[config.mk]
export PLATFORM = sky130hd
export DESIGN_NAME = cfi_bank
export DESIGN_NICKNAME = d
export VERILOG_FILES = /design/src/verilog/cfi_pkg.sv /design/src/verilog/cfi_bank.sv
export VERILOG_INCLUDE_DIRS = /design/src /design/src/verilog
export SDC_FILE = /design/constraint.sdc
export NUM_CORES = 1
export LEC_CHECK = 0
export ABC_AREA = 1
export BUFFER_PORTS_ARGS = -buffer_cell sky130_fd_sc_hd__buf_2
export CORE_MARGIN = 4
export CORE_UTILIZATION = 40
export CTS_BUF_LIST = sky130_fd_sc_hd__clkbuf_4 sky130_fd_sc_hd__clkbuf_8
export CTS_CLUSTER_SIZE = 20
export DETAILED_ROUTE_END_ITERATION = 7
export GPL_TIMING_DRIVEN = 0
export PLACE_DENSITY_LB_ADDON = 0.25
export SYNTH_ARGS = -nofsm -noshare
export SYNTH_HDL_FRONTEND = slang
export SYNTH_SLANG_ARGS = --single-unit
[constraint.sdc]
create_clock -name core_clk -period 1.4 [get_ports core_clk]
set_clock_uncertainty 0.1 [all_clocks]
set_input_delay 0.07 -clock core_clk [delete_from_list [all_inputs] [get_ports core_clk]]
set_output_delay 0.07 -clock core_clk [all_outputs]
set_load 0.03 [all_outputs]
[src/verilog/cfi_regs.svh]
// cfi: selector encodings, field positions and field values
`ifndef CFI_REGS_SVH
`define CFI_REGS_SVH

// common selector fields of the whole bank
`define CFI_OP0 2'h3
`define CFI_OP1 3'h0
`define CFI_CRN 4'h0

// per-register selector fields
`define CFI_CRM_ISA 4'h2
`define CFI_OP2_ISA5 3'h5
`define CFI_OP2_MMW4 3'h6
`define CFI_CRM_PFW 4'h4
`define CFI_OP2_PFW0 3'h0
// second wide word moved off the shared encoding
`define CFI_OP2_PFW1 3'h1

// exception level that is refused
`define CFI_EL_USER 2'h0

// attribute word field positions (low bit of each nibble)
`define CFI_ISA_CRC_LSB 16
`define CFI_ISA_SHA2_LSB 12
`define CFI_ISA_SHA1_LSB 8
`define CFI_ISA_AES_LSB 4
`define CFI_ISA_SEND_EVENT_LOCAL_FIELD_LSB 0

// attribute word field values
`define CFI_CRC_VAL 4'h1
`define CFI_SHA2_ON 4'h1
`define CFI_SHA1_ON 4'h1
`define CFI_AES_ON 4'h2
`define CFI_CRYPTO_OFF 4'h0
`define CFI_SEND_EVENT_LOCAL_FIELD_VAL 4'h1

// wide feature word field positions
`define CFI_PF_FAULTING_LOAD_CACHE_SAFETY_LSB 60
`define CFI_PF_BRANCH_CONTEXT_ISOLATION_LSB 56
`define CFI_PF_ICI_LSB 24
`define CFI_PF_VEC_LSB 20
`define CFI_PF_FLT_LSB 16
`define CFI_PF_ELH_LSB 0

// wide feature word field values
`define CFI_FAULTING_LOAD_CACHE_SAFETY_VAL 4'h1
`define CFI_BRANCH_CONTEXT_ISOLATION_VAL 4'h1
`define CFI_ICI_ON 4'h1
`define CFI_ICI_OFF 4'h0
`define CFI_FPSIMD_VAL 4'h0
`define CFI_ELH_VAL 4'h2

// number of exception-level handling nibbles
`define CFI_ELH_COUNT 4
// settle count reached before the pin filter is trusted; ready rises on the edge after it
`define CFI_SETTLE_CYCLES 2'h3
// nibble width
`define CFI_NIB 4

`endif

[src/verilog/cfi_pkg.sv]
// cfi: types shared by the feature id bank
package cfi_pkg;

   // bank phase after reset
   typedef enum logic [0:0] {
      CFI_SETTLE,
      CFI_READY
   } cfi_phase_e;

   // why a request was refused
   typedef enum logic [1:0] {
      CFI_OK,
      CFI_LOW_LEVEL,
      CFI_WRITE,
      CFI_UNMAPPED
   } cfi_cause_e;

   // whole state of the bank
   typedef struct packed {
      logic pin_s1;
      logic pin_s2;
      logic pin_s3;
      logic ici_disable;
      logic [1:0] settle_cnt;
      cfi_phase_e phase;
      logic ready;
      logic ack;
      logic [63:0] rdata;
      logic fault;
      cfi_cause_e cause;
   } cfi_state_s;

endpackage

[src/verilog/cfi_bank.sv]
// cfi: read-only processor feature identification bank
`timescale 1ns/10ps

`include "cfi_regs.svh"

module cfi_bank #(
   parameter bit CRYPTO_PRESENT = 1'b0
) (
   input wire logic core_clk,
   input wire logic resetn,
   input wire logic sr_rd_req,
   input wire logic sr_wr_req,
   input wire logic [1:0] sr_op0,
   input wire logic [2:0] sr_op1,
   input wire logic [3:0] sr_crn,
   input wire logic [3:0] sr_crm,
   input wire logic [2:0] sr_op2,
   input wire logic [1:0] sr_el,
   input wire logic interrupt_interface_disable_in,
   output logic sr_ready,
   output logic sr_ack,
   output logic [63:0] sr_rdata,
   output logic sr_fault,
   output cfi_pkg::cfi_cause_e sr_fault_cause
);
   import cfi_pkg::*;

   // reset image of the whole state
   localparam cfi_state_s CFI_RESET_STATE = '{
      pin_s1: 1'b0,
      pin_s2: 1'b0,
      pin_s3: 1'b0,
      ici_disable: 1'b0,
      settle_cnt: 2'h0,
      phase: CFI_SETTLE,
      ready: 1'b0,
      ack: 1'b0,
      rdata: 64'h0,
      fault: 1'b0,
      cause: CFI_OK
   };

   cfi_state_s q;
   cfi_state_s next_q;

   // build-time crypto fields, chosen together
   logic [3:0] sha2_val;
   logic [3:0] sha1_val;
   logic [3:0] aes_val;

   // live words, rebuilt every cycle from constants and the pin
   logic [31:0] isa_attribute_word5;
   logic [31:0] memory_model_word4;
   logic [63:0] wide_processor_feature_word0;
   logic [63:0] wide_processor_feature_word1;

   // named feature fields of the wide word, and the attribute word's send-event field
   logic [3:0] faulting_load_cache_safety;
   logic [3:0] branch_context_isolation;
   logic [3:0] interrupt_cpu_interface_present;
   logic [3:0] vector_unit_field;
   logic [3:0] float_unit_field;
   logic [3:0] send_event_local_field;
   logic [15:0] level_handling;

   // selector decode
   logic sel_common;
   logic hit_isa5;
   logic hit_mmw4;
   logic hit_pfw0;
   logic hit_pfw1;
   logic hit_any;
   logic low_level;
   logic req_taken;

   // crypto option fields all follow the one parameter
   always_comb begin
      if (CRYPTO_PRESENT) begin
         sha2_val = `CFI_SHA2_ON;
         sha1_val = `CFI_SHA1_ON;
         aes_val = `CFI_AES_ON;
      end else begin
         sha2_val = `CFI_CRYPTO_OFF;
         sha1_val = `CFI_CRYPTO_OFF;
         aes_val = `CFI_CRYPTO_OFF;
      end
   end

   // fixed single-value fields
   assign send_event_local_field = `CFI_SEND_EVENT_LOCAL_FIELD_VAL;
   assign faulting_load_cache_safety = `CFI_FAULTING_LOAD_CACHE_SAFETY_VAL;
   assign branch_context_isolation = `CFI_BRANCH_CONTEXT_ISOLATION_VAL;

   // interface field tracks the filtered disable pin
   always_comb begin
      if (q.ici_disable) begin
         interrupt_cpu_interface_present = `CFI_ICI_OFF;
      end else begin
         interrupt_cpu_interface_present = `CFI_ICI_ON;
      end
   end

   // one source feeds both units so they can never differ
   assign vector_unit_field = `CFI_FPSIMD_VAL;
   assign float_unit_field = vector_unit_field;

   // one nibble per exception level, all the same value
   genvar gi;
   generate
      for (gi = 0; gi < `CFI_ELH_COUNT; gi = gi + 1) begin : g_elh
         assign level_handling[gi*`CFI_NIB +: `CFI_NIB] =
            `CFI_ELH_VAL;
      end
   endgenerate

   // attribute word; unlisted upper bits stay zero
   always_comb begin
      isa_attribute_word5 = 32'h0;
      isa_attribute_word5[`CFI_ISA_CRC_LSB +: `CFI_NIB] =
         `CFI_CRC_VAL;
      isa_attribute_word5[`CFI_ISA_SHA2_LSB +: `CFI_NIB] =
         sha2_val;
      isa_attribute_word5[`CFI_ISA_SHA1_LSB +: `CFI_NIB] =
         sha1_val;
      isa_attribute_word5[`CFI_ISA_AES_LSB +: `CFI_NIB] =
         aes_val;
      isa_attribute_word5[`CFI_ISA_SEND_EVENT_LOCAL_FIELD_LSB +: `CFI_NIB] =
         send_event_local_field;
   end

   // memory-model word is entirely reserved
   assign memory_model_word4 = 32'h0;

   // wide feature word; bits 55..28 left at zero
   always_comb begin
      wide_processor_feature_word0 = 64'h0;
      wide_processor_feature_word0[`CFI_PF_FAULTING_LOAD_CACHE_SAFETY_LSB +: `CFI_NIB] =
         faulting_load_cache_safety;
      wide_processor_feature_word0[`CFI_PF_BRANCH_CONTEXT_ISOLATION_LSB +: `CFI_NIB] =
         branch_context_isolation;
      wide_processor_feature_word0[`CFI_PF_ICI_LSB +: `CFI_NIB] =
         interrupt_cpu_interface_present;
      wide_processor_feature_word0[`CFI_PF_VEC_LSB +: `CFI_NIB] =
         vector_unit_field;
      wide_processor_feature_word0[`CFI_PF_FLT_LSB +: `CFI_NIB] =
         float_unit_field;
      wide_processor_feature_word0[`CFI_PF_ELH_LSB +:
         `CFI_ELH_COUNT*`CFI_NIB] =
         level_handling;
   end

   // second wide word is entirely reserved
   assign wide_processor_feature_word1 = 64'h0;

   // shared part of every selector in this bank
   assign sel_common = (sr_op0 == `CFI_OP0) &&
                       (sr_op1 == `CFI_OP1) &&
                       (sr_crn == `CFI_CRN);

   // per-register selector match
   assign hit_isa5 = sel_common && (sr_crm == `CFI_CRM_ISA) &&
                     (sr_op2 == `CFI_OP2_ISA5);
   assign hit_mmw4 = sel_common && (sr_crm == `CFI_CRM_ISA) &&
                     (sr_op2 == `CFI_OP2_MMW4);
   assign hit_pfw0 = sel_common && (sr_crm == `CFI_CRM_PFW) &&
                     (sr_op2 == `CFI_OP2_PFW0);
   // distinct op2 avoids two words on one selector
   assign hit_pfw1 = sel_common && (sr_crm == `CFI_CRM_PFW) &&
                     (sr_op2 == `CFI_OP2_PFW1);
   assign hit_any = hit_isa5 || hit_mmw4 || hit_pfw0 || hit_pfw1;

   // user level never sees the bank; levels 1..3 do once it is ready
   assign low_level = (sr_el == `CFI_EL_USER);

   // a request counts only once the pin filter has settled
   assign req_taken = q.ready && (sr_rd_req || sr_wr_req);

   // next-state logic for the whole bank
   always_comb begin
      next_q = q;
      next_q.ack = 1'b0;

      // three-stage pin capture; only stage one reads the pin
      next_q.pin_s1 = interrupt_interface_disable_in;
      next_q.pin_s2 = q.pin_s1;
      next_q.pin_s3 = q.pin_s2;
      // accept a change only when stages two and three agree
      if (q.pin_s2 == q.pin_s3) begin
         next_q.ici_disable = q.pin_s3;
      end

      // hold off requests until the filter holds a real pin value
      case (q.phase)
         CFI_SETTLE: begin
            next_q.ready = 1'b0;
            if (q.settle_cnt == `CFI_SETTLE_CYCLES) begin
               next_q.phase = CFI_READY;
               next_q.ready = 1'b1;
            end else begin
               next_q.settle_cnt = q.settle_cnt + 2'h1;
            end
         end
         CFI_READY: begin
            next_q.ready = 1'b1;
         end
         default: begin
            next_q.phase = CFI_SETTLE;
            next_q.ready = 1'b0;
         end
      endcase

      // answer each taken request one cycle later
      if (req_taken) begin
         next_q.ack = 1'b1;
         next_q.rdata = 64'h0;
         next_q.fault = 1'b1;
         // level check first: user code learns nothing else
         if (low_level) begin
            next_q.cause = CFI_LOW_LEVEL;
         end else if (!hit_any) begin
            next_q.cause = CFI_UNMAPPED;
         end else if (sr_wr_req) begin
            // nothing is stored; a write only reports refusal
            next_q.cause = CFI_WRITE;
         end else begin
            next_q.fault = 1'b0;
            next_q.cause = CFI_OK;
            if (hit_isa5) begin
               next_q.rdata = {32'h0, isa_attribute_word5};
            end else if (hit_mmw4) begin
               next_q.rdata = {32'h0, memory_model_word4};
            end else if (hit_pfw0) begin
               next_q.rdata = wide_processor_feature_word0;
            end else begin
               next_q.rdata = wide_processor_feature_word1;
            end
         end
      end
   end

   // single register for all state
   always_ff @(posedge core_clk or negedge resetn) begin
      if (!resetn) begin
         q <= CFI_RESET_STATE;
      end else begin
         q <= next_q;
      end
   end

   // every output is a flip-flop of the state
   assign sr_ready = q.ready;
   assign sr_ack = q.ack;
   assign sr_rdata = q.rdata;
   assign sr_fault = q.fault;
   assign sr_fault_cause = q.cause;

endmodule

# Word level (Yosys, flattened, before mapping)
# Index checks and enable logic that the tools add are counted.
[word_totals] regBits=76 out_inout_bits=69 elab_cells=54
[classes] n_addsub=1 n_eq_ne=8 n_mux=14 n_bitwise=2 n_reduce_logical=18
[op_table] cell="$mux 65" count=3
[op_table] cell="$mux 64" count=2
[op_table] cell="$mux 68" count=1
[op_table] cell="$mux 61" count=1
[op_table] cell="$logic_and 1x1->1" count=9
[op_table] cell="$mux 2" count=4
[op_table] cell="$eq 3x3->1 const B" count=2
[op_table] cell="$logic_not 3->1" count=2
[op_table] cell="$eq 2x2->1 const B" count=2
[op_table] cell="$eq 4x2->1 const B" count=1
[op_table] cell="$eq 4x3->1 const B" count=1
[op_table] cell="$logic_not 4->1" count=1
[op_table] cell="$logic_or 1x1->1" count=4
[op_table] cell="$eq 3x1->1 const B" count=1
[op_table] cell="$add 2x1->2 const B" count=1
[op_table] cell="$logic_not 2->1" count=1
[op_table] cell="$mux 1" count=2
[op_table] cell="$not 1->1" count=2
[op_table] cell="$pmux 1 s2" count=1
[op_table] cell="$reduce_and 2->1" count=1
[op_table] cell="$eq 1x1->1" count=1

# Longest topological paths before layout
# Gate-level depths: netlist (run 1).
[depth] depth_word=12 mapped_depth=9 depth_no_buf=9

# Least setup slack after synthesis (run 1)
# No wires, ideal clock.
[synth_timing] path_type="register to register" from="reg, netlist name q[69]" to="reg q, in the netlist sr_rdata[24]" setup_ns=0.074 arrival_ns=1.113 required_time_ns=1.226 setup_slack_ns=0.113 stages_incl_launch_ff=7 n_path_buf=0 synth_period_minus_slack_ns=1.287 cell_sequence="dfrtp_1 > o21ai_2 > nor2_4 > nand2_2 > nor2_1 > nand2_1 > o21ai_2"
[synth_lines] item="end signal: assignment" line_no="cfi_bank.sv:246" rtl="q <= next_q;"
[synth_lines] item="end: declaration" line_no="cfi_bank.sv:43" rtl="cfi_state_s q;"

# Worst setup path in the final report (run 1)
[layout_timing] from="in sr_crn[0]" to="reg q, in the netlist sr_fault_cause[1]"
[layout_via] elab_chain_len=9 elab_cells_between_ends=13 classes_between="mux (2); reduce/logical (11)"
[layout_rtl] item="start: declaration" line_no="cfi_bank.sv:15" rtl="input wire logic [3:0] sr_crn,"
[layout_rtl] item="$logic_not 4->1 (no source line) *"
[layout_rtl] item="$logic_and 1x1->1 *" line_no="cfi_bank.sv:156" rtl="assign sel_common = (sr_op0 == `CFI_OP0) &&"
[layout_rtl] item="$logic_and 1x1->1" line_no="cfi_bank.sv:161, cfi_bank.sv:163"
[layout_rtl] item="$logic_and 1x1->1 (on tied branches)" line_no="cfi_bank.sv:161, cfi_bank.sv:163"
[layout_rtl] item="$logic_or 1x1->1 (2 in a row)" line_no="cfi_bank.sv:170" rtl="assign hit_any = hit_isa5 || hit_mmw4 || hit_pfw0 || hit_pfw1;"
[layout_rtl] item="$logic_or 1x1->1 *" line_no="cfi_bank.sv:170"
[layout_rtl] item="$mux 2 *" line_no="cfi_bank.sv:220" rtl="end else if (!hit_any) begin"
[layout_rtl] item="$mux 2 *" line_no="cfi_bank.sv:218" rtl="if (low_level) begin"
# Mark *: on every way between the ends. The rest lies on a longest branch, timed or not.
# A chain may end at the register's enable or synchronous reset.

==> report_table.html, run 1 <==
<table>
<tr><th>Metric</th><th>Value</th></tr>
<tr><th colspan="2">Floorplanning</th></tr>
<tr><td>Height of the die</td><td>61.1 µm</td></tr>
<tr><td>Floorplan row count</td><td>18</td></tr>
<tr><td>Core box area</td><td>2590 µm²</td></tr>
<tr><td>Chip Width</td><td>61.1 µm</td></tr>
<tr><td>Effective utilization at floorplan</td><td>43.5%</td></tr>
<tr><td>Area enclosed by the die boundary</td><td>3730 µm²</td></tr>
<tr><td>I/O Pins</td><td>92</td></tr>
<tr><th colspan="2">Critical path</th></tr>
<tr><td>R2R cell count</td><td>6</td></tr>
<tr><td>Worst EP required</td><td>1.48 ns</td></tr>
<tr><td>Critical path data arrival time</td><td>1.35 ns</td></tr>
<tr><td>Element type at the critical path start</td><td>primary input</td></tr>
<tr><td>Kind of end point of the critical path</td><td>register</td></tr>
<tr><td>Crit path kind</td><td>primary input to register</td></tr>
<tr><td>Largest fanout on the critical path</td><td>3</td></tr>
<tr><th colspan="2">Timing</th></tr>
<tr><td>Number of setup violations in the final report</td><td>0</td></tr>
<tr><td>Hold Worst Slack</td><td>0.0185 ns</td></tr>
<tr><td>Total count of max-transition violations in the final report</td><td>0</td></tr>
<tr><td>Upper clock frequency limit</td><td>0.786 GHz</td></tr>
<tr><td>Part of the cycle the worst path needs</td><td>90.9%</td></tr>
<tr><td>Shortest period the worst path allows</td><td>1.27 ns</td></tr>
<tr><td>Final setup TNS</td><td>0 ns</td></tr>
<tr><td>Unrepaired setup endpoints after global routing</td><td>no</td></tr>
<tr><td>Final hold violation count</td><td>0</td></tr>
<tr><th colspan="2">Placed design</th></tr>
<tr><td>Global placement routability congestion</td><td>0.646</td></tr>
<tr><td>Number of buffers inserted by port buffering</td><td>36</td></tr>
<tr><td>HPWL after detailed placement</td><td>1.93 mm</td></tr>
<tr><td>DP Area</td><td>1550 µm²</td></tr>
<tr><td>Cells after DPL</td><td>258</td></tr>
<tr><th colspan="2">Flow run</th></tr>
<tr><td>Max-cap check violation count</td><td>0</td></tr>
<tr><th colspan="2">Detailed routing</th></tr>
<tr><td>DRC violations left</td><td>0</td></tr>
<tr><td>Total length of routed met3 wires</td><td>228 µm</td></tr>
<tr><td>Routed met2 length</td><td>1.17 mm</td></tr>
<tr><td>Length of routed wiring on met1</td><td>797 µm</td></tr>
<tr><td>Routed vias</td><td>912</td></tr>
<tr><td>Number of vias per cell</td><td>3.42</td></tr>
<tr><td>Number of detailed-routing iterations run before antenna repair</td><td>4</td></tr>
<tr><td>Uppermost signal routing layer after detailed routing</td><td>met4</td></tr>
<tr><td>1st-iter DRT viols</td><td>13</td></tr>
<tr><td>Number of nets with antenna violations after detailed routing</td><td>0</td></tr>
<tr><td>WL per Instance</td><td>8.28 µm</td></tr>
<tr><td>Total detailed-routing wirelength</td><td>2.21 mm</td></tr>
<tr><th colspan="2">Pwr</th></tr>
<tr><td>Worst vdd ir</td><td>571 µV</td></tr>
<tr><td>P_int</td><td>0.000727 W</td></tr>
<tr><td>Leakage power figure</td><td>1.03 nW</td></tr>
<tr><td>Fraction of power spent switching nets</td><td>35.6%</td></tr>
<tr><td>Gate power share</td><td>37.6%</td></tr>
<tr><td>Sequential share of power</td><td>37.3%</td></tr>
<tr><td>Part of the power in the clock network</td><td>25.2%</td></tr>
<tr><td>Sw Pwr</td><td>0.000403 W</td></tr>
<tr><td>Power per cell area</td><td>689 nW/µm²</td></tr>
<tr><th colspan="2">Finish</th></tr>
<tr><td># diodes</td><td>0</td></tr>
<tr><td>Area growth from synthesis to final layout</td><td>45.6%</td></tr>
<tr><td>Post-route cell area</td><td>1640 µm²</td></tr>
<tr><td>Post-layout nets</td><td>262</td></tr>
<tr><td>Most common cell after layout, fill and taps aside</td><td>sky130_fd_sc_hd__buf_4</td></tr>
<tr><td>Post-layout instance count excluding filler cells</td><td>267</td></tr>
<tr><td>Commonest non-fill, non-tap cells in the layout</td><td>sky130_fd_sc_hd__buf_4 (66), sky130_fd_sc_hd__conb_1 (55), sky130_fd_sc_hd__buf_2 (36), sky130_fd_sc_hd__nand2_1 (19), sky130_fd_sc_hd__dfrtp_1 (14)</td></tr>
<tr><td>Layout cell share with drive strength beyond 1</td><td>47.3%</td></tr>
<tr><th colspan="2">Global route</th></tr>
<tr><td>Global-route usage over all layers</td><td>12.3%</td></tr>
<tr><td>Initial antenna violation count</td><td>0</td></tr>
<tr><td>Global-route wire length before repair</td><td>3.47 mm</td></tr>
<tr><td>GRT Residual Overflow</td><td>0</td></tr>
<tr><td>Via count of the first global-routing pass</td><td>855</td></tr>
<tr><td>Maximum number of pins on one net before global-route repair</td><td>15</td></tr>
<tr><th colspan="2">Synthesis</th></tr>
<tr><td>Share of the synthesized area in compound gates (AO/OA/AOI/OAI)</td><td>3.11%</td></tr>
<tr><td>Synthesized area divided by synthesized cell count</td><td>8.16 µm²</td></tr>
<tr><td>Area fraction in and, or, nand and nor cells after synthesis</td><td>15.3%</td></tr>
<tr><td>Flop and latch count out of synthesis</td><td>14</td></tr>
<tr><td>Gate count after technology mapping</td><td>138</td></tr>
<tr><td>Fraction of the mapped netlist area in adder cells</td><td>2.00%</td></tr>
<tr><td>Mux cell area share after synthesis</td><td>0%</td></tr>
<tr><td>Post-synthesis share of cell area spent on xor and xnor gates</td><td>0.778%</td></tr>
<tr><td>Number of synthesis warnings</td><td>0</td></tr>
<tr><td>Register area share after synthesis</td><td>31.1%</td></tr>
<tr><td>Synth unique cells</td><td>18</td></tr>
<tr><td>Main combinational cell family by area after synthesis</td><td>buffers and inverters</td></tr>
<tr><td>Cell area after synthesis</td><td>1130 µm²</td></tr>
<tr><th colspan="2">Min path</th></tr>
<tr><td>Number of stages on the worst hold path</td><td>4</td></tr>
<tr><td>Worst Hold Class</td><td>primary input to register</td></tr>
<tr><th colspan="2">Clock network</th></tr>
<tr><td>Number of post-CTS setup repair buffers</td><td>0</td></tr>
<tr><td>TritonCTS sink count</td><td>14</td></tr>
<tr><td>Insertion delay of the later-clocked pin in the worst-skew pair</td><td>0.27 ns</td></tr>
<tr><td>Number of buffers created by CTS</td><td>3</td></tr>
<tr><td>Count of H-tree levels built during CTS</td><td>1</td></tr>
<tr><td>Maximum count of clock buffers along a single path</td><td>2</td></tr>
<tr><td>Clk Tree Root Cell</td><td>sky130_fd_sc_hd__clkbuf_4</td></tr>
<tr><td>CTS clock-pin slew for the worst setup and hold paths</td><td>0.08 ns</td></tr>
<tr><td>Clock tree from TritonCTS</td><td>yes</td></tr>
<tr><th colspan="2">Run status</th></tr>
<tr><td>Status</td><td>complete, no violations</td></tr>
</table>
## area by class of cell
| type | instances | area (µm²) |
|---|---|---|
| buffer | 66 | 495 |
| clock buffer | 4 | 36.3 |
| fill | 245 | 951 |
| inverter | 10 | 37.5 |
| multi-input combinational | 102 | 452 |
| sequential | 14 | 350 |
| tap | 30 | 37.5 |
| timing repair buffer | 41 | 230 |
## repair_timing
item | in CTS | in global routing
hold endpoints to repair | 16 | 0
setup endpoints to repair | 0 | 1
hold buffers | 5 | 0
gates resized for setup | 0 | 1
## logic make-up after synthesis
group,Yosys count
AOI/OAI and AO/OA,5
and+or+nand+nor,39
adders and majority gates,2
xor gates and xnor gates,1
other,1
DFF,14
buffers and inverters,76
## metal layers
layer / global-route usage (%) / vias to the layer above
met3: 4.19 / 2
li1: - / 497
met1: 14.5 / 365
met5: 0 / -
met2: 21.5 / 48
met4: 2.79 / 0
## power groups by stage
stage | sequential [W] | clock [W] | combinational (W)
after floorplan | 0.000431 | 0 | 0.000350
after global placement | 0.000429 | 0 | 0.000401
after detailed placement | 0.000429 | 0 | 0.000403
after CTS | 0.000421 | 0.000300 | 0.000414
after global routing | 0.000423 | 0.000317 | 0.000458
final | 0.000421 | 0.000284 | 0.000424
## cell usage after synthesis
cell / number / share of area, %
sky130_fd_sc_hd__nor3_2: 1 / 0.89
sky130_fd_sc_hd__o31ai_1: 1 / 0.67
sky130_fd_sc_hd__maj3_1: 1 / 0.89
sky130_fd_sc_hd__nor2_4: 1 / 1.0
sky130_fd_sc_hd__nand2_1: 19 / 6.3
sky130_fd_sc_hd__buf_4: 66 / 44
sky130_fd_sc_hd__a21oi_1: 2 / 0.89
sky130_fd_sc_hd__nor2_2: 1 / 0.56
sky130_fd_sc_hd__o21ai_2: 2 / 1.6
sky130_fd_sc_hd__xor2_1: 1 / 0.78
sky130_fd_sc_hd__nor2_1: 11 / 3.7
sky130_fd_sc_hd__conb_1: 1 / 0.33
sky130_fd_sc_hd__nand2_2: 1 / 0.56
sky130_fd_sc_hd__dfrtp_1: 14 / 31
sky130_fd_sc_hd__nand4_1: 1 / 0.56
sky130_fd_sc_hd__nand3_1: 4 / 1.8
sky130_fd_sc_hd__ha_1: 1 / 1.1
sky130_fd_sc_hd__inv_1: 10 / 3.3
## flip-flops by register name, summed over array words and instances, names as in the netlist
signal / flops
q: 5
sr_rdata: 3
next_q: 2
sr_ack: 1
sr_fault: 1
sr_fault_cause: 2
## final timing paths
| kind | from | endpoint | slack (ns) |
|---|---|---|---|
| worst min register to register | next_q[74]$_DFF_PN0_ | next_q[73]$_DFF_PN0_ | 0.25 |
| min in group asynchronous | resetn | sr_fault_cause[1]$_DFFE_PN0P_ | 0.12 |
| worst max-delay path | sr_crn[0] | sr_fault_cause[1]$_DFFE_PN0P_ | 0.13 |
| max in group asynchronous | resetn | q[72]$_DFFE_PN0N_ | 0.85 |
| worst min-delay path | sr_op2[0] | sr_rdata[24]$_DFFE_PN0P_ | 0.02 |
| worst max register to register | q[69]$_DFF_PN0_ | sr_rdata[24]$_DFFE_PN0P_ | 0.22 |
## worst max-delay path, cell delays in order
cell and delay [ns]:
sky130_fd_sc_hd__dlygate4sd3_1 0.54, sky130_fd_sc_hd__buf_2 0.14, sky130_fd_sc_hd__nor3_4 0.20, sky130_fd_sc_hd__nand3_1 0.12, sky130_fd_sc_hd__nand2_1 0.13, sky130_fd_sc_hd__nand2_1 0.06, sky130_fd_sc_hd__nand2_1 0.05, sky130_fd_sc_hd__nand2_1 0.04
## stage by stage
step | utilization (%) | power, W | setup slack (ns)
floorplan | - | 0.000781 | 0.113
global placement | 59.7 | 0.000830 | 0.257
detailed placement | 59.7 | 0.000832 | 0.229
CTS | 63.0 | 0.00113 | 0.124
global route | 63.3 | 0.00120 | 0.0235
finish | 63.3 | 0.00113 | 0.128
No activity file was read; power rests on OpenSTA's default activity.
==> run 2, diff against run 1 <==
Settings changed: CORE_MARGIN 4 to 1.
==> run 2 against run 1 <==
Compared with the run above: register-to-register slack about the same; sequential power about the same; cell count down 0.37%; largest cell class unchanged.
==> report_table.html, run 2 (synthesized netlist as in run 1, its figures left out) <==
<table>
<tr><th>Metric</th><th>Value</th></tr>
<tr><th colspan="2">Global route</th></tr>
<tr><td>Maximum number of pins on one net before global-route repair</td><td>15 (unchanged)</td></tr>
<tr><td>Global-route usage over all layers</td><td>12.2% (-0.036 points)</td></tr>
<tr><td>Global-route wire length before repair</td><td>2.63 mm (-24%)</td></tr>
<tr><td>GRT Residual Overflow</td><td>0 (unchanged)</td></tr>
<tr><td>Initial antenna violation count</td><td>0 (unchanged)</td></tr>
<tr><td>Via count of the first global-routing pass</td><td>681 (-20%)</td></tr>
<tr><th colspan="2">Placed design</th></tr>
<tr><td>Global placement routability congestion</td><td>0.731 (+13%)</td></tr>
<tr><td>HPWL after detailed placement</td><td>1.59 mm (-18%)</td></tr>
<tr><td>Number of buffers inserted by port buffering</td><td>36 (unchanged)</td></tr>
<tr><th colspan="2">Finish</th></tr>
<tr><td>Fraction of the core area covered by cells at the end of the flow</td><td>63.2% (-0.13 points)</td></tr>
<tr><td>Max reg flops</td><td>5 (unchanged)</td></tr>
<tr><td>Most common cell after layout, fill and taps aside</td><td>sky130_fd_sc_hd__buf_4</td></tr>
<tr><td>Post-layout nets</td><td>262 (unchanged)</td></tr>
<tr><td>Commonest non-fill, non-tap cells in the layout</td><td>sky130_fd_sc_hd__buf_4 (66), sky130_fd_sc_hd__conb_1 (55), sky130_fd_sc_hd__buf_2 (36), sky130_fd_sc_hd__nand2_1 (18), sky130_fd_sc_hd__dfrtp_1 (14)</td></tr>
<tr><td>Register with the highest flop count</td><td>q</td></tr>
<tr><td># diodes</td><td>0 (unchanged)</td></tr>
<tr><td>Area growth from synthesis to final layout</td><td>44.0%</td></tr>
<tr><td>Layout cell share with drive strength beyond 1</td><td>47.5% (+0.20 points)</td></tr>
<tr><th colspan="2">Detailed routing</th></tr>
<tr><td>Number of nets with antenna violations after detailed routing</td><td>0 (unchanged)</td></tr>
<tr><td>WL per Instance</td><td>6.88 µm (-17%)</td></tr>
<tr><td>DRC violations left</td><td>0 (unchanged)</td></tr>
<tr><td>Total detailed-routing wirelength</td><td>1.83 mm (-17%)</td></tr>
<tr><td>Routed vias</td><td>908 (-0.44%)</td></tr>
<tr><td>Number of detailed-routing iterations run before antenna repair</td><td>4 (unchanged)</td></tr>
<tr><td>Number of vias per cell</td><td>3.41 (about the same)</td></tr>
<tr><td>1st-iter DRT viols</td><td>8 (-5)</td></tr>
<tr><th colspan="2">Floorplanning</th></tr>
<tr><td>Effective utilization at floorplan</td><td>43.9% (+0.38 points)</td></tr>
<tr><td>I/O Pins</td><td>92 (unchanged)</td></tr>
<tr><td>Height of the die</td><td>55.1 µm (-9.8%)</td></tr>
<tr><td>Chip Width</td><td>55.1 µm (-9.8%)</td></tr>
<tr><td>Area enclosed by the die boundary</td><td>3030 µm² (-19%)</td></tr>
<tr><td>Floorplan row count</td><td>18 (unchanged)</td></tr>
<tr><td>Core box area</td><td>2570 µm² (-0.87%)</td></tr>
<tr><th colspan="2">Critical path</th></tr>
<tr><td>Slowest cell on the critical path</td><td>sky130_fd_sc_hd__dlygate4sd3_1</td></tr>
<tr><td>Most prevalent standard cell on the critical path</td><td>sky130_fd_sc_hd__nand2_1</td></tr>
<tr><td>Critical path data arrival time</td><td>1.38 ns (+0.03 ns)</td></tr>
<tr><td>Max stage delay on crit path</td><td>0.53 ns (about the same)</td></tr>
<tr><td>Crit path kind</td><td>primary input to register</td></tr>
<tr><td>Cell family contributing the most delay on the critical path</td><td>buffers and inverters</td></tr>
<tr><td>Kind of end point of the critical path</td><td>register</td></tr>
<tr><td>CP bufs+invs</td><td>2 (unchanged)</td></tr>
<tr><td>Crit-path cells</td><td>dlygate4sd3_1 &gt; buf_2 &gt; nor3_2 &gt; nand3_1 &gt; nand2_2 &gt; nand2_1 &gt; nand2_1 &gt; nand2_1</td></tr>
<tr><td>Element type at the critical path start</td><td>primary input</td></tr>
<tr><td>Largest fanout on the critical path</td><td>3 (unchanged)</td></tr>
<tr><td>Worst EP required</td><td>1.46 ns (-0.02 ns)</td></tr>
<tr><th colspan="2">Timing</th></tr>
<tr><td>Unrepaired setup endpoints after global routing</td><td>no</td></tr>
<tr><td>Total count of max-transition violations in the final report</td><td>0 (unchanged)</td></tr>
<tr><td>Upper clock frequency limit</td><td>0.761 GHz (-3.2%)</td></tr>
<tr><td>Final setup TNS</td><td>0 ns (unchanged)</td></tr>
<tr><td>Number of setup violations in the final report</td><td>0 (unchanged)</td></tr>
<tr><td>Part of the cycle the worst path needs</td><td>93.9% (+3.0 points)</td></tr>
<tr><td>Final hold violation count</td><td>0 (unchanged)</td></tr>
<tr><td>Hold Worst Slack</td><td>0.0126 ns (-0.00591 ns)</td></tr>
<tr><td>Shortest period the worst path allows</td><td>1.31 ns (+0.0424 ns)</td></tr>
<tr><th colspan="2">Clock network</th></tr>
<tr><td>Maximum count of clock buffers along a single path</td><td>2 (unchanged)</td></tr>
<tr><td>Clk Tree Root Cell</td><td>sky130_fd_sc_hd__clkbuf_4</td></tr>
<tr><td>Number of post-CTS setup repair buffers</td><td>0 (unchanged)</td></tr>
<tr><td>CTS clock-pin slew for the worst setup and hold paths</td><td>0.07 ns (about the same)</td></tr>
<tr><td>TritonCTS sink count</td><td>14 (unchanged)</td></tr>
<tr><td>Count of H-tree levels built during CTS</td><td>1 (unchanged)</td></tr>
<tr><td>Clock tree from TritonCTS</td><td>yes</td></tr>
<tr><td>Insertion delay of the later-clocked pin in the worst-skew pair</td><td>0.27 ns (about the same)</td></tr>
<tr><td>Number of buffers created by CTS</td><td>3 (unchanged)</td></tr>
<tr><th colspan="2">Flow run</th></tr>
<tr><td>Max-cap check violation count</td><td>0 (unchanged)</td></tr>
<tr><th colspan="2">Pwr</th></tr>
<tr><td>Worst vdd ir</td><td>472 µV (-17%)</td></tr>
<tr><td>Final Power</td><td>0.00105 W (-6.9%)</td></tr>
<tr><td>Power per cell area</td><td>649 nW/µm² (-5.9%)</td></tr>
<tr><td>Leakage power figure</td><td>1.02 nW (-0.98%)</td></tr>
<tr><th colspan="2">Run status</th></tr>
<tr><td>Status</td><td>complete, no violations</td></tr>
<tr><th colspan="2">Min path</th></tr>
<tr><td>Worst Hold Class</td><td>primary input to register</td></tr>
</table>
-- run 2: final timing paths --
kind	from	endpoint	slack [ns]	depth (start not counted)
setup / recovery	sr_crn[0]	sr_fault_cause[1]$_DFFE_PN0P_	0.09	8
hold / removal	sr_op2[2]	sr_rdata[16]$_DFFE_PN0P_	0.01	3
setup reg to reg	q[70]$_DFFE_PN0P_	q[71]$_DFFE_PN0P_	0.21	5
hold reg to reg	next_q[74]$_DFF_PN0_	next_q[73]$_DFF_PN0_	0.25	0
max in group asynchronous	resetn	q[71]$_DFFE_PN0P_	0.85	2
min in group asynchronous	resetn	sr_rdata[16]$_DFFE_PN0P_	0.12	2
-- run 2: final cells by class --
| cell class | count | area, µm² |
|---|---|---|
| Multi-Input combinational cell | 102 | 448 |
| Tap cell | 30 | 37.5 |
| Timing Repair Buffer | 41 | 230 |
| Clock buffer | 3 | 22.5 |
| Sequential cell | 14 | 350 |
| Inverter | 10 | 37.5 |
| Fill cell | 246 | 946 |
| Buffer | 66 | 495 |
-- run 2: report_power, final --
part | internal [W] | switching (W) | total [W]
registers | 0.000415 | 0.00000604 | 0.000421
clock network | 0.0000994 | 0.000111 | 0.000211
logic | 0.000153 | 0.000267 | 0.000420
-- run 2: metrics by stage --
step	instance area (µm²)	setup slack (ns)	instances
2_1_floorplan	1330	0.113	192
3_3_place_gp	1550	0.251	258
3_5_place_dp	1550	0.236	258
4_1_cts	1620	0.0907	266
5_1_grt	1620	0.00731	266
6_report	1620	0.0856	266
-- run 2: what timing repair did --
item / CTS / global route
gates resized for setup: 0 / 1
hold endpoints to repair: 16 / 0
hold buffers: 5 / 0
endpoints found under the setup margin: 0 / 1
-- run 2: worst register-to-register path, cell delays in order (launching register included) --
cell and delay, ns:
sky130_fd_sc_hd__dfrtp_1 0.40, sky130_fd_sc_hd__ha_1 0.20, sky130_fd_sc_hd__nor2_1 0.19, sky130_fd_sc_hd__inv_1 0.08, sky130_fd_sc_hd__nand2_1 0.06, sky130_fd_sc_hd__nand2_1 0.04
-- run 2: per-layer routing --
metal  global-route usage, %  wire (µm)
met4                    4.58          0
met2                    21.7        927
met3                    5.19        200
met5                       0          0
met1                    12.7        701
